File: src/core/i2css_defines.vh
/*
 * Shared constants of the I2C slave state handler: status codes, the
 * general call address, byte framing and the transmit FIFO shape.
 * Assumes it is included by bare name from the core/ design files.
 */
`ifndef I2CSS_DEFINES_VH
`define I2CSS_DEFINES_VH

`define I2CSS_DATA_W        8
`define I2CSS_FIFO_DEPTH    16
`define I2CSS_BITS_PER_BYTE 4'h8
`define I2CSS_GC_ADDR       8'h00
`define I2CSS_IDLE_BYTE     8'hff

`define I2CSS_ST_NO_INFO    8'hf8
`define I2CSS_ST_SLA_W      8'h60
`define I2CSS_ST_AL_SLA_W   8'h68
`define I2CSS_ST_GC         8'h70
`define I2CSS_ST_AL_GC      8'h78
`define I2CSS_ST_DAT_ACK    8'h80
`define I2CSS_ST_DAT_NACK   8'h88
`define I2CSS_ST_GC_ACK     8'h90
`define I2CSS_ST_GC_NACK    8'h98
`define I2CSS_ST_STOP       8'ha0
`define I2CSS_ST_SLA_R      8'ha8
`define I2CSS_ST_AL_SLA_R   8'hb0
`define I2CSS_ST_TX_ACK     8'hb8
`define I2CSS_ST_TX_NACK    8'hc0
`define I2CSS_ST_TX_LAST    8'hc8

`endif

File: src/core/i2css_fifo.v
/*
 * Transmit data FIFO with valid/ready on both sides and registered read
 * data. Assumes DEPTH is a power of two and a synchronous active-low reset.
 * Holds DEPTH words in memory plus one in the output register.
 */
`timescale 1ns/1ps
module i2css_fifo #(
    parameter W     = 8,
    parameter DEPTH = 16
) (
    input  wire         clk,
    input  wire         rstn,
    input  wire [W-1:0] in_data,
    input  wire         in_valid,
    output reg          in_ready_q,
    output reg  [W-1:0] out_data_q,
    output reg          out_valid_q,
    input  wire         out_ready
);
    localparam AW = $clog2(DEPTH);
    localparam [AW:0] FULL = DEPTH[AW:0];

    reg  [W-1:0]  mem [0:DEPTH-1];
    reg  [AW-1:0] wp_q;
    reg  [AW-1:0] rp_q;
    reg  [AW:0]   cnt_q;
    wire          push;
    wire          pop;
    wire [AW:0]   cnt_d;

    assign push  = in_valid & in_ready_q;
    assign pop   = (cnt_q != {(AW+1){1'b0}}) & (~out_valid_q | out_ready);
    assign cnt_d = cnt_q + {{AW{1'b0}}, push} - {{AW{1'b0}}, pop};

    always @(posedge clk) begin
        if (push) begin
            mem[wp_q] <= in_data;
        end
    end

    always @(posedge clk) begin
        if (!rstn) begin
            wp_q        <= {AW{1'b0}};
            rp_q        <= {AW{1'b0}};
            cnt_q       <= {(AW+1){1'b0}};
            in_ready_q  <= 1'b0;
            out_data_q  <= {W{1'b0}};
            out_valid_q <= 1'b0;
        end else begin
            cnt_q      <= cnt_d;
            in_ready_q <= (cnt_d != FULL);
            if (push) begin
                wp_q <= wp_q + 1'b1;
            end
            if (pop) begin
                out_data_q  <= mem[rp_q];
                out_valid_q <= 1'b1;
                rp_q        <= rp_q + 1'b1;
            end else if (out_ready) begin
                out_valid_q <= 1'b0;
            end
        end
    end
endmodule

File: src/core/i2css_slave.v
/*
 * Slave side of an I2C controller: address recognition, slave receive and
 * slave transmit byte handling, status reporting with a serial event flag,
 * and the return to the not-addressed state. Assumes SCL and SDA arrive
 * already synchronous to clk, SCL far slower than clk, and an outside
 * master block that pulses arb_lost and acts on start_issue_q.
 */
`timescale 1ns/1ps
`include "i2css_defines.vh"

// Behaviour
// - General-call data answered NOT ACK reports 0x98, then leaves addressed.
// - STOP or repeated START while addressed reports 0xA0, then not addressed.
// - Leaving with acknowledge off recognises neither own nor general call.
// - Leaving with acknowledge on recognises own address, general call if bit0.
// - Start request set on leaving issues START once the bus is free.
// - Slave transmit entered only on own address with read bit one.
// - Own address with read sets event flag and a valid status.
// - Addressed for read after lost arbitration reports 0xB0, transmits.
// - Acknowledge cleared while transmitting: one last byte, then 0xC0/0xC8.
// - After last byte ignore further clocks so master reads all ones.
// - Acknowledge cleared: no answer to own or general call address.
// - Acknowledge cleared: bus still watched; recognition resumes when set.
module i2css_slave #(
    parameter DW    = `I2CSS_DATA_W,
    parameter DEPTH = `I2CSS_FIFO_DEPTH
) (
    input  wire          clk,
    input  wire          rstn,
    input  wire          scl_i,
    output reg           scl_o_q,
    output reg           scl_oe_q,
    input  wire          sda_i,
    output reg           sda_o_q,
    output reg           sda_oe_q,
    input  wire [7:0]    own_slave_address,
    input  wire          acknowledge_assert,
    input  wire          start_request,
    input  wire          arb_lost,
    input  wire          si_clear,
    output reg           si_q,
    output reg  [7:0]    status_q,
    output reg           start_issue_q,
    output reg           bus_busy_q,
    output reg           slave_receive_state,
    output reg           slave_transmit_state,
    input  wire [DW-1:0] tx_data,
    input  wire          tx_valid,
    output wire          tx_ready,
    output reg  [7:0]    rx_data_q,
    output reg           rx_valid_q
);
    localparam [8:0] S_IDLE   = 9'h001;
    localparam [8:0] S_ADDR   = 9'h002;
    localparam [8:0] S_RX     = 9'h004;
    localparam [8:0] S_ACK    = 9'h008;
    localparam [8:0] S_TX     = 9'h010;
    localparam [8:0] S_RACK   = 9'h020;
    localparam [8:0] S_HOLD   = 9'h040;
    localparam [8:0] S_IGNORE = 9'h080;
    localparam [8:0] S_SPARE  = 9'h100;

    reg  [8:0]    state_q;
    reg  [8:0]    after_q;
    reg  [3:0]    cnt_q;
    reg  [7:0]    shift_q;
    reg           scl_q;
    reg           sda_q;
    reg           gc_q;
    reg           read_q;
    reg           phase_q;
    reg           ack_q;
    reg           nack_q;
    reg           last_q;
    reg           arb_q;
    reg           stretch_q;
    reg           start_pend_q;
    reg           sda_oe_d;
    reg           scl_oe_d;
    wire          scl_rise;
    wire          scl_fall;
    wire          start_cond;
    wire          stop_cond;
    wire          addressed;
    wire          hit_own;
    wire          hit_gc;
    wire          load_tx;
    wire [DW-1:0] fifo_data;
    wire          fifo_valid;

    // Status code of a received data byte, by addressing kind and answer.
    function [7:0] rx_status;
        input gc;
        input ack;
        begin
            if (gc) begin
                rx_status = ack ? `I2CSS_ST_GC_ACK : `I2CSS_ST_GC_NACK;
            end else begin
                rx_status = ack ? `I2CSS_ST_DAT_ACK : `I2CSS_ST_DAT_NACK;
            end
        end
    endfunction

    assign scl_rise   = scl_i & ~scl_q;
    assign scl_fall   = ~scl_i & scl_q;
    assign start_cond = scl_i & scl_q & sda_q & ~sda_i;
    assign stop_cond  = scl_i & scl_q & ~sda_q & sda_i;
    assign addressed  = (state_q == S_RX) | (state_q == S_ACK) |
                        (state_q == S_TX) | (state_q == S_RACK);
    // Recognition follows the live acknowledge bit, so clearing it isolates
    // the block at the next address while the bus is still watched.
    assign hit_own = acknowledge_assert &
                     (shift_q[7:1] == own_slave_address[7:1]);
    assign hit_gc  = acknowledge_assert & own_slave_address[0] &
                     (shift_q == `I2CSS_GC_ADDR);
    assign load_tx = (state_q == S_HOLD) & ~si_q & (after_q == S_TX);

    i2css_fifo #(
        .W     (DW),
        .DEPTH (DEPTH)
    ) u_fifo (
        .clk         (clk),
        .rstn        (rstn),
        .in_data     (tx_data),
        .in_valid    (tx_valid),
        .in_ready_q  (tx_ready),
        .out_data_q  (fifo_data),
        .out_valid_q (fifo_valid),
        .out_ready   (load_tx)
    );

    always @* begin
        sda_oe_d = ((state_q == S_ACK) & ack_q) |
                   ((state_q == S_TX) & ~shift_q[7]);
        // Stretching the low phase is what holds the master off.
        scl_oe_d = (state_q == S_HOLD) & stretch_q & si_q;
    end

    always @(posedge clk) begin
        if (!rstn) begin
            state_q              <= S_IDLE;
            after_q              <= S_IDLE;
            cnt_q                <= 4'h0;
            shift_q              <= 8'h00;
            scl_q                <= 1'b1;
            sda_q                <= 1'b1;
            gc_q                 <= 1'b0;
            read_q               <= 1'b0;
            phase_q              <= 1'b0;
            ack_q                <= 1'b0;
            nack_q               <= 1'b0;
            last_q               <= 1'b0;
            arb_q                <= 1'b0;
            stretch_q            <= 1'b0;
            start_pend_q         <= 1'b0;
            start_issue_q        <= 1'b0;
            bus_busy_q           <= 1'b0;
            si_q                 <= 1'b0;
            status_q             <= `I2CSS_ST_NO_INFO;
            rx_data_q            <= 8'h00;
            rx_valid_q           <= 1'b0;
            scl_o_q              <= 1'b0;
            scl_oe_q             <= 1'b0;
            sda_o_q              <= 1'b0;
            sda_oe_q             <= 1'b0;
            slave_receive_state  <= 1'b0;
            slave_transmit_state <= 1'b0;
        end else begin
            scl_q         <= scl_i;
            sda_q         <= sda_i;
            sda_oe_q      <= sda_oe_d;
            scl_oe_q      <= scl_oe_d;
            rx_valid_q    <= 1'b0;
            start_issue_q <= 1'b0;
            slave_receive_state  <= (state_q == S_RX) |
                                    ((state_q == S_ACK) & ~read_q);
            slave_transmit_state <= (state_q == S_TX) | (state_q == S_RACK) |
                                    ((state_q == S_ACK) & read_q);
            if (start_cond) begin
                bus_busy_q <= 1'b1;
            end else if (stop_cond) begin
                bus_busy_q <= 1'b0;
            end
            if (arb_lost) begin
                arb_q <= 1'b1;
            end
            if (start_pend_q & ~bus_busy_q) begin
                start_issue_q <= 1'b1;
                start_pend_q  <= 1'b0;
            end
            // A set later in this block overrides this clear.
            if (si_clear) begin
                si_q <= 1'b0;
            end
            if (addressed & (start_cond | stop_cond)) begin
                status_q  <= `I2CSS_ST_STOP;
                si_q      <= 1'b1;
                stretch_q <= 1'b0;
                after_q   <= S_IDLE;
                state_q   <= S_HOLD;
            end else begin
                case (state_q)
                    S_IDLE, S_IGNORE: begin
                        // Clocks of a continued read are not answered here.
                        if (start_cond) begin
                            cnt_q   <= 4'h0;
                            state_q <= S_ADDR;
                        end else if (stop_cond) begin
                            state_q <= S_IDLE;
                        end
                    end
                    S_ADDR: begin
                        if (stop_cond) begin
                            state_q <= S_IDLE;
                        end else if (start_cond) begin
                            cnt_q <= 4'h0;
                        end else if (scl_rise) begin
                            shift_q <= {shift_q[6:0], sda_i};
                            cnt_q   <= cnt_q + 4'h1;
                        end else if (scl_fall &&
                                     cnt_q == `I2CSS_BITS_PER_BYTE) begin
                            if (hit_own | hit_gc) begin
                                ack_q   <= 1'b1;
                                gc_q    <= hit_gc & ~hit_own;
                                read_q  <= hit_own & shift_q[0];
                                phase_q <= 1'b1;
                                state_q <= S_ACK;
                            end else begin
                                state_q <= S_IDLE;
                            end
                        end
                    end
                    S_RX: begin
                        if (scl_rise) begin
                            shift_q <= {shift_q[6:0], sda_i};
                            cnt_q   <= cnt_q + 4'h1;
                        end else if (scl_fall &&
                                     cnt_q == `I2CSS_BITS_PER_BYTE) begin
                            ack_q   <= acknowledge_assert;
                            state_q <= S_ACK;
                        end
                    end
                    S_ACK: begin
                        if (scl_fall) begin
                            si_q      <= 1'b1;
                            stretch_q <= 1'b1;
                            cnt_q     <= 4'h0;
                            phase_q   <= 1'b0;
                            state_q   <= S_HOLD;
                            if (phase_q) begin
                                arb_q <= 1'b0;
                                if (read_q) begin
                                    status_q <= arb_q ? `I2CSS_ST_AL_SLA_R
                                                      : `I2CSS_ST_SLA_R;
                                    after_q  <= S_TX;
                                end else begin
                                    if (gc_q) begin
                                        status_q <= arb_q ? `I2CSS_ST_AL_GC
                                                          : `I2CSS_ST_GC;
                                    end else begin
                                        status_q <= arb_q ? `I2CSS_ST_AL_SLA_W
                                                          : `I2CSS_ST_SLA_W;
                                    end
                                    after_q <= S_RX;
                                end
                            end else begin
                                rx_data_q  <= shift_q;
                                rx_valid_q <= 1'b1;
                                status_q   <= rx_status(gc_q, ack_q);
                                after_q    <= ack_q ? S_RX : S_IDLE;
                            end
                        end
                    end
                    S_TX: begin
                        if (scl_rise) begin
                            cnt_q <= cnt_q + 4'h1;
                        end else if (scl_fall) begin
                            if (cnt_q == `I2CSS_BITS_PER_BYTE) begin
                                state_q <= S_RACK;
                            end else begin
                                shift_q <= {shift_q[6:0], 1'b1};
                            end
                        end
                    end
                    S_RACK: begin
                        if (scl_rise) begin
                            nack_q <= sda_i;
                        end else if (scl_fall) begin
                            si_q      <= 1'b1;
                            stretch_q <= 1'b1;
                            state_q   <= S_HOLD;
                            if (nack_q) begin
                                status_q <= `I2CSS_ST_TX_NACK;
                                after_q  <= S_IDLE;
                            end else if (last_q) begin
                                status_q <= `I2CSS_ST_TX_LAST;
                                after_q  <= S_IGNORE;
                            end else begin
                                status_q <= `I2CSS_ST_TX_ACK;
                                after_q  <= S_TX;
                            end
                        end
                    end
                    S_HOLD: begin
                        // Nothing moves on the bus side until the flag drops.
                        if (~si_q) begin
                            state_q   <= after_q;
                            stretch_q <= 1'b0;
                            cnt_q     <= 4'h0;
                            if (after_q == S_TX) begin
                                shift_q <= fifo_valid ? fifo_data[7:0]
                                                      : `I2CSS_IDLE_BYTE;
                                last_q  <= ~acknowledge_assert;
                            end
                            if ((after_q == S_IDLE || after_q == S_IGNORE) &&
                                start_request) begin
                                start_pend_q <= 1'b1;
                            end
                        end
                    end
                    default: begin
                        state_q <= S_IDLE;
                    end
                endcase
            end
        end
    end
endmodule
File: config.mk
export PLATFORM = sky130hd
export DESIGN_NAME = i2css_slave
export DESIGN_NICKNAME = d
export VERILOG_FILES = /design/src/core/i2css_fifo.v /design/src/core/i2css_slave.v
export VERILOG_INCLUDE_DIRS = /design/src /design/src/core
export SDC_FILE = /design/constraint.sdc
export NUM_CORES = 1
export LEC_CHECK = 0
export ABC_AREA = 1
export BUFFER_PORTS_ARGS = -buffer_cell sky130_fd_sc_hd__buf_2
export CAP_MARGIN = 20
export CORE_MARGIN = 2
export CORE_UTILIZATION = 25
export DETAILED_ROUTE_END_ITERATION = 10
export PLACE_DENSITY_LB_ADDON = 0.1
export SYNTH_ARGS = -nofsm -noshare
export SYNTH_HDL_FRONTEND = slang
export SYNTH_SLANG_ARGS = --single-unit
File: constraint.sdc
create_clock -name clk -period 4.9 [get_ports clk]
set_input_delay 0.49 -clock clk [delete_from_list [all_inputs] [get_ports clk]]
set_output_delay 0.49 -clock clk [all_outputs]
set_load 0.01 [all_outputs]
==> qor.yml <==
drtAntennaViolNets: 0
start_util: 0.253
dr.first_iter.drc_count: 424
first_pass_iters: 4
cp.required_ns: 5.29
power.density_nw_per_um2: 465
numCtsBuffers: 25
row_count: 71
ys_top_cells_by_area: "edfxtp_1, dfxtp_1, nor2_1, nand2_1, o21ai_0"
wl_mm: 28.3
endpoint_kind: "flop"
dpl-instance-area_um2: 10300
maxCapViolCount: 0
finalHoldViolCount: 0
fin_cells: 1584
die_w_um: 199
antenna_found_initial: 0
cts.clk_slew.worst_paths_ns: 0.06
core_area_um2: 37600
synth_top_cell_by_area: "edfxtp_1"
drc: 0
fin_worst_skew_ns: 0.0180
cts_root_buffer: "clkbuf_16"
syn2layout_area_growth_pct: 16.1
slew_headroom: 0.299
fin_util: 0.294
hold_class: "input pin to flop"
grt_pass1_wl_mm: 43.3
synth-seq-cells: 207
vias: 7201
gp_congestion: 0.812
synth_flop_cell: "edfxtp_1"
worst-setup-path-type: "flop to flop"
slew_viol_final: 0
rsz0062_at_grt: "false"
synth_edf_count: 128
hold_buffers: 0
p_leak_nw: 4.08
placed_cells: 1539
diodes: 0
avgSynthCellArea_um2: 9.43
syn_area_um2: 9520
vias_per_cell: 4.55
wl_per_cell_um: 17.8
synth_top_area_share: 0.404
worst_slew_pin_slew_ns: 1.05
post_cts_buffers: 0
cts_sinks: 207
gr-usage-all-layers: 0.145
start_kind: "flop"
grt-ovfl-total: 0
place_hpwl_mm: 18.7
critPathMaxStageDelay_ns: 0.43
yosys_warnings: 0
ctsResizeCount: 0
async_flop_share: 0
status: "complete, no violations"
cts_tree: "yes"
crit_fanout: 13
num_io_pins: 52
die_y_um: 199
postLayoutCellArea_um2: 11100
period_share: 0.612
grt_pass1_vias: 7077
clock_latency_ns: 0.55
io_buffers: 46
ir_drop_mv: 0.241
min_period_ns: 3.00
crit_path_cell_trace: "nor2_4, nand2_4, inv_6, nand2_4, nor2_4, nand2_2, a21oi_4, ha_1, inv_1, ha_1, fa_1, a21oi_1, o21bai_1, xnor2_1, a31oi_1"
yosysUniqueCellTypes: 52
syn_inst: 1010
dieArea_um2: 39700
cp_slowest_cell: "fa_1"
drive_gt1_frac: 0.142
arrival_ns: 3.39
grt_max_degree: 69
tns_ns: 0
fin_hold_ws_ns: 0.179
cts_buffer_depth: 3
fin_nets: 1094
seq_area_frac_synth: 0.570
max_freq_mhz: 334
setup_viol: 0
cts_max_level: 1
[cells in the mapped netlist (all sizes together) (2+ instances only)]
master	count
nor2	193
nand2	163
edfxtp	128
o21ai	106
inv	89
dfxtp	79
nand3	49
a21oi	42
clkbuf	25
o221ai	22
nand4	20
buf	17
ha	13
o211ai	13
o22ai	12
nor3	10
xnor2	6
xor2	4
a31oi	3
a211oi	2
clkinv	2
nand3b	2
[placed cells by master, fill, tap and decap left out, drive strengths merged, types with 22 or more instances in the layout]
master	count
nor2	193
nand2	163
a21oi	42
inv	90
o221ai	22
clkbuf	34
edfxtp	128
buf	56
dfxtp	79
o21ai	106
nand3	49
[final cells by class]
cell class                      count  area [um2]
Tap cell                          511         639
Fill cell                        3995       26500
Multi-Input combinational cell    674        3540
Inverter                           91         347
Clock buffer                       34         689
Sequential cell                   207        5430
Timing Repair Buffer               56         325
Clock inverter                     11        90.1
[logic make-up (layout without fill, tap and decap cells)]
kind of cell               Yosys count  in the layout  synth area share
buffers and inverters              133            192            0.0599
DFF                                207            207             0.570
and+or+nand+nor                    440            440             0.213
xor gates and xnor gates            10             10           0.00920
AOI/OAI and AO/OA                  205            205             0.129
other                                1              5          0.000394
adders and majority gates           14             14            0.0192
[registers in the layout, indices dropped and copies added, names as in the netlist, 5 cells and up]
| signal | flops |
|---|---|
| rx_data_q | 8 |
| status_q | 5 |
| shift_q | 8 |
| u_fifo.mem | 128 |
| u_fifo.out_data_q | 8 |
| state_q | 8 |
| u_fifo.cnt_q | 5 |
[report_power, final]
part	internal [W]	switching, W	total [W]
Combinational	0.000417	0.000927	0.00134
Clock	0.00104	0.000747	0.00179
Sequential	0.00195	0.0000602	0.00201
Total	0.00341	0.00173	0.00514
[critical path: cells and delay by family, from the launching register on]
| family | cells | cell delay [ns] |
|---|---|---|
| and+or+nand+nor | 5 | 0.66 |
| buffers and inverters | 2 | 0.12 |
| DFF | 1 | 0.36 |
| xor gates and xnor gates | 1 | 0.18 |
| AOI/OAI and AO/OA | 4 | 0.68 |
| adders and majority gates | 3 | 0.85 |
[path summary, 6_finish.rpt]
check	start	endpoint	slack, ns	cells past startpoint
setup reg to reg	state_q[1]	u_fifo.in_ready_q	1.90	15
setup / recovery	state_q[1]	u_fifo.in_ready_q	1.90	15
hold / removal	arb_lost	arb_q	0.18	3
hold reg to reg	status_q[4]	status_q[4]	0.45	2
[routing by layer]
metal	global-route usage	routed length, um	part of all wire
met1	0.195	13500	0.48
met2	0.245	13400	0.47
met3	0.0196	888	0.031
met4	0.0359	524	0.019
met5	0	0	0
[stage by stage]
stage                     power (W)  setup WS, ns
after floorplan             0.00298          2.32
after global placement      0.00340          1.94
after detailed placement    0.00342          1.91
after CTS                   0.00522          1.88
after global routing        0.00544          1.59
final                       0.00514          1.90
No activity file was read; power rests on OpenSTA's default activity.
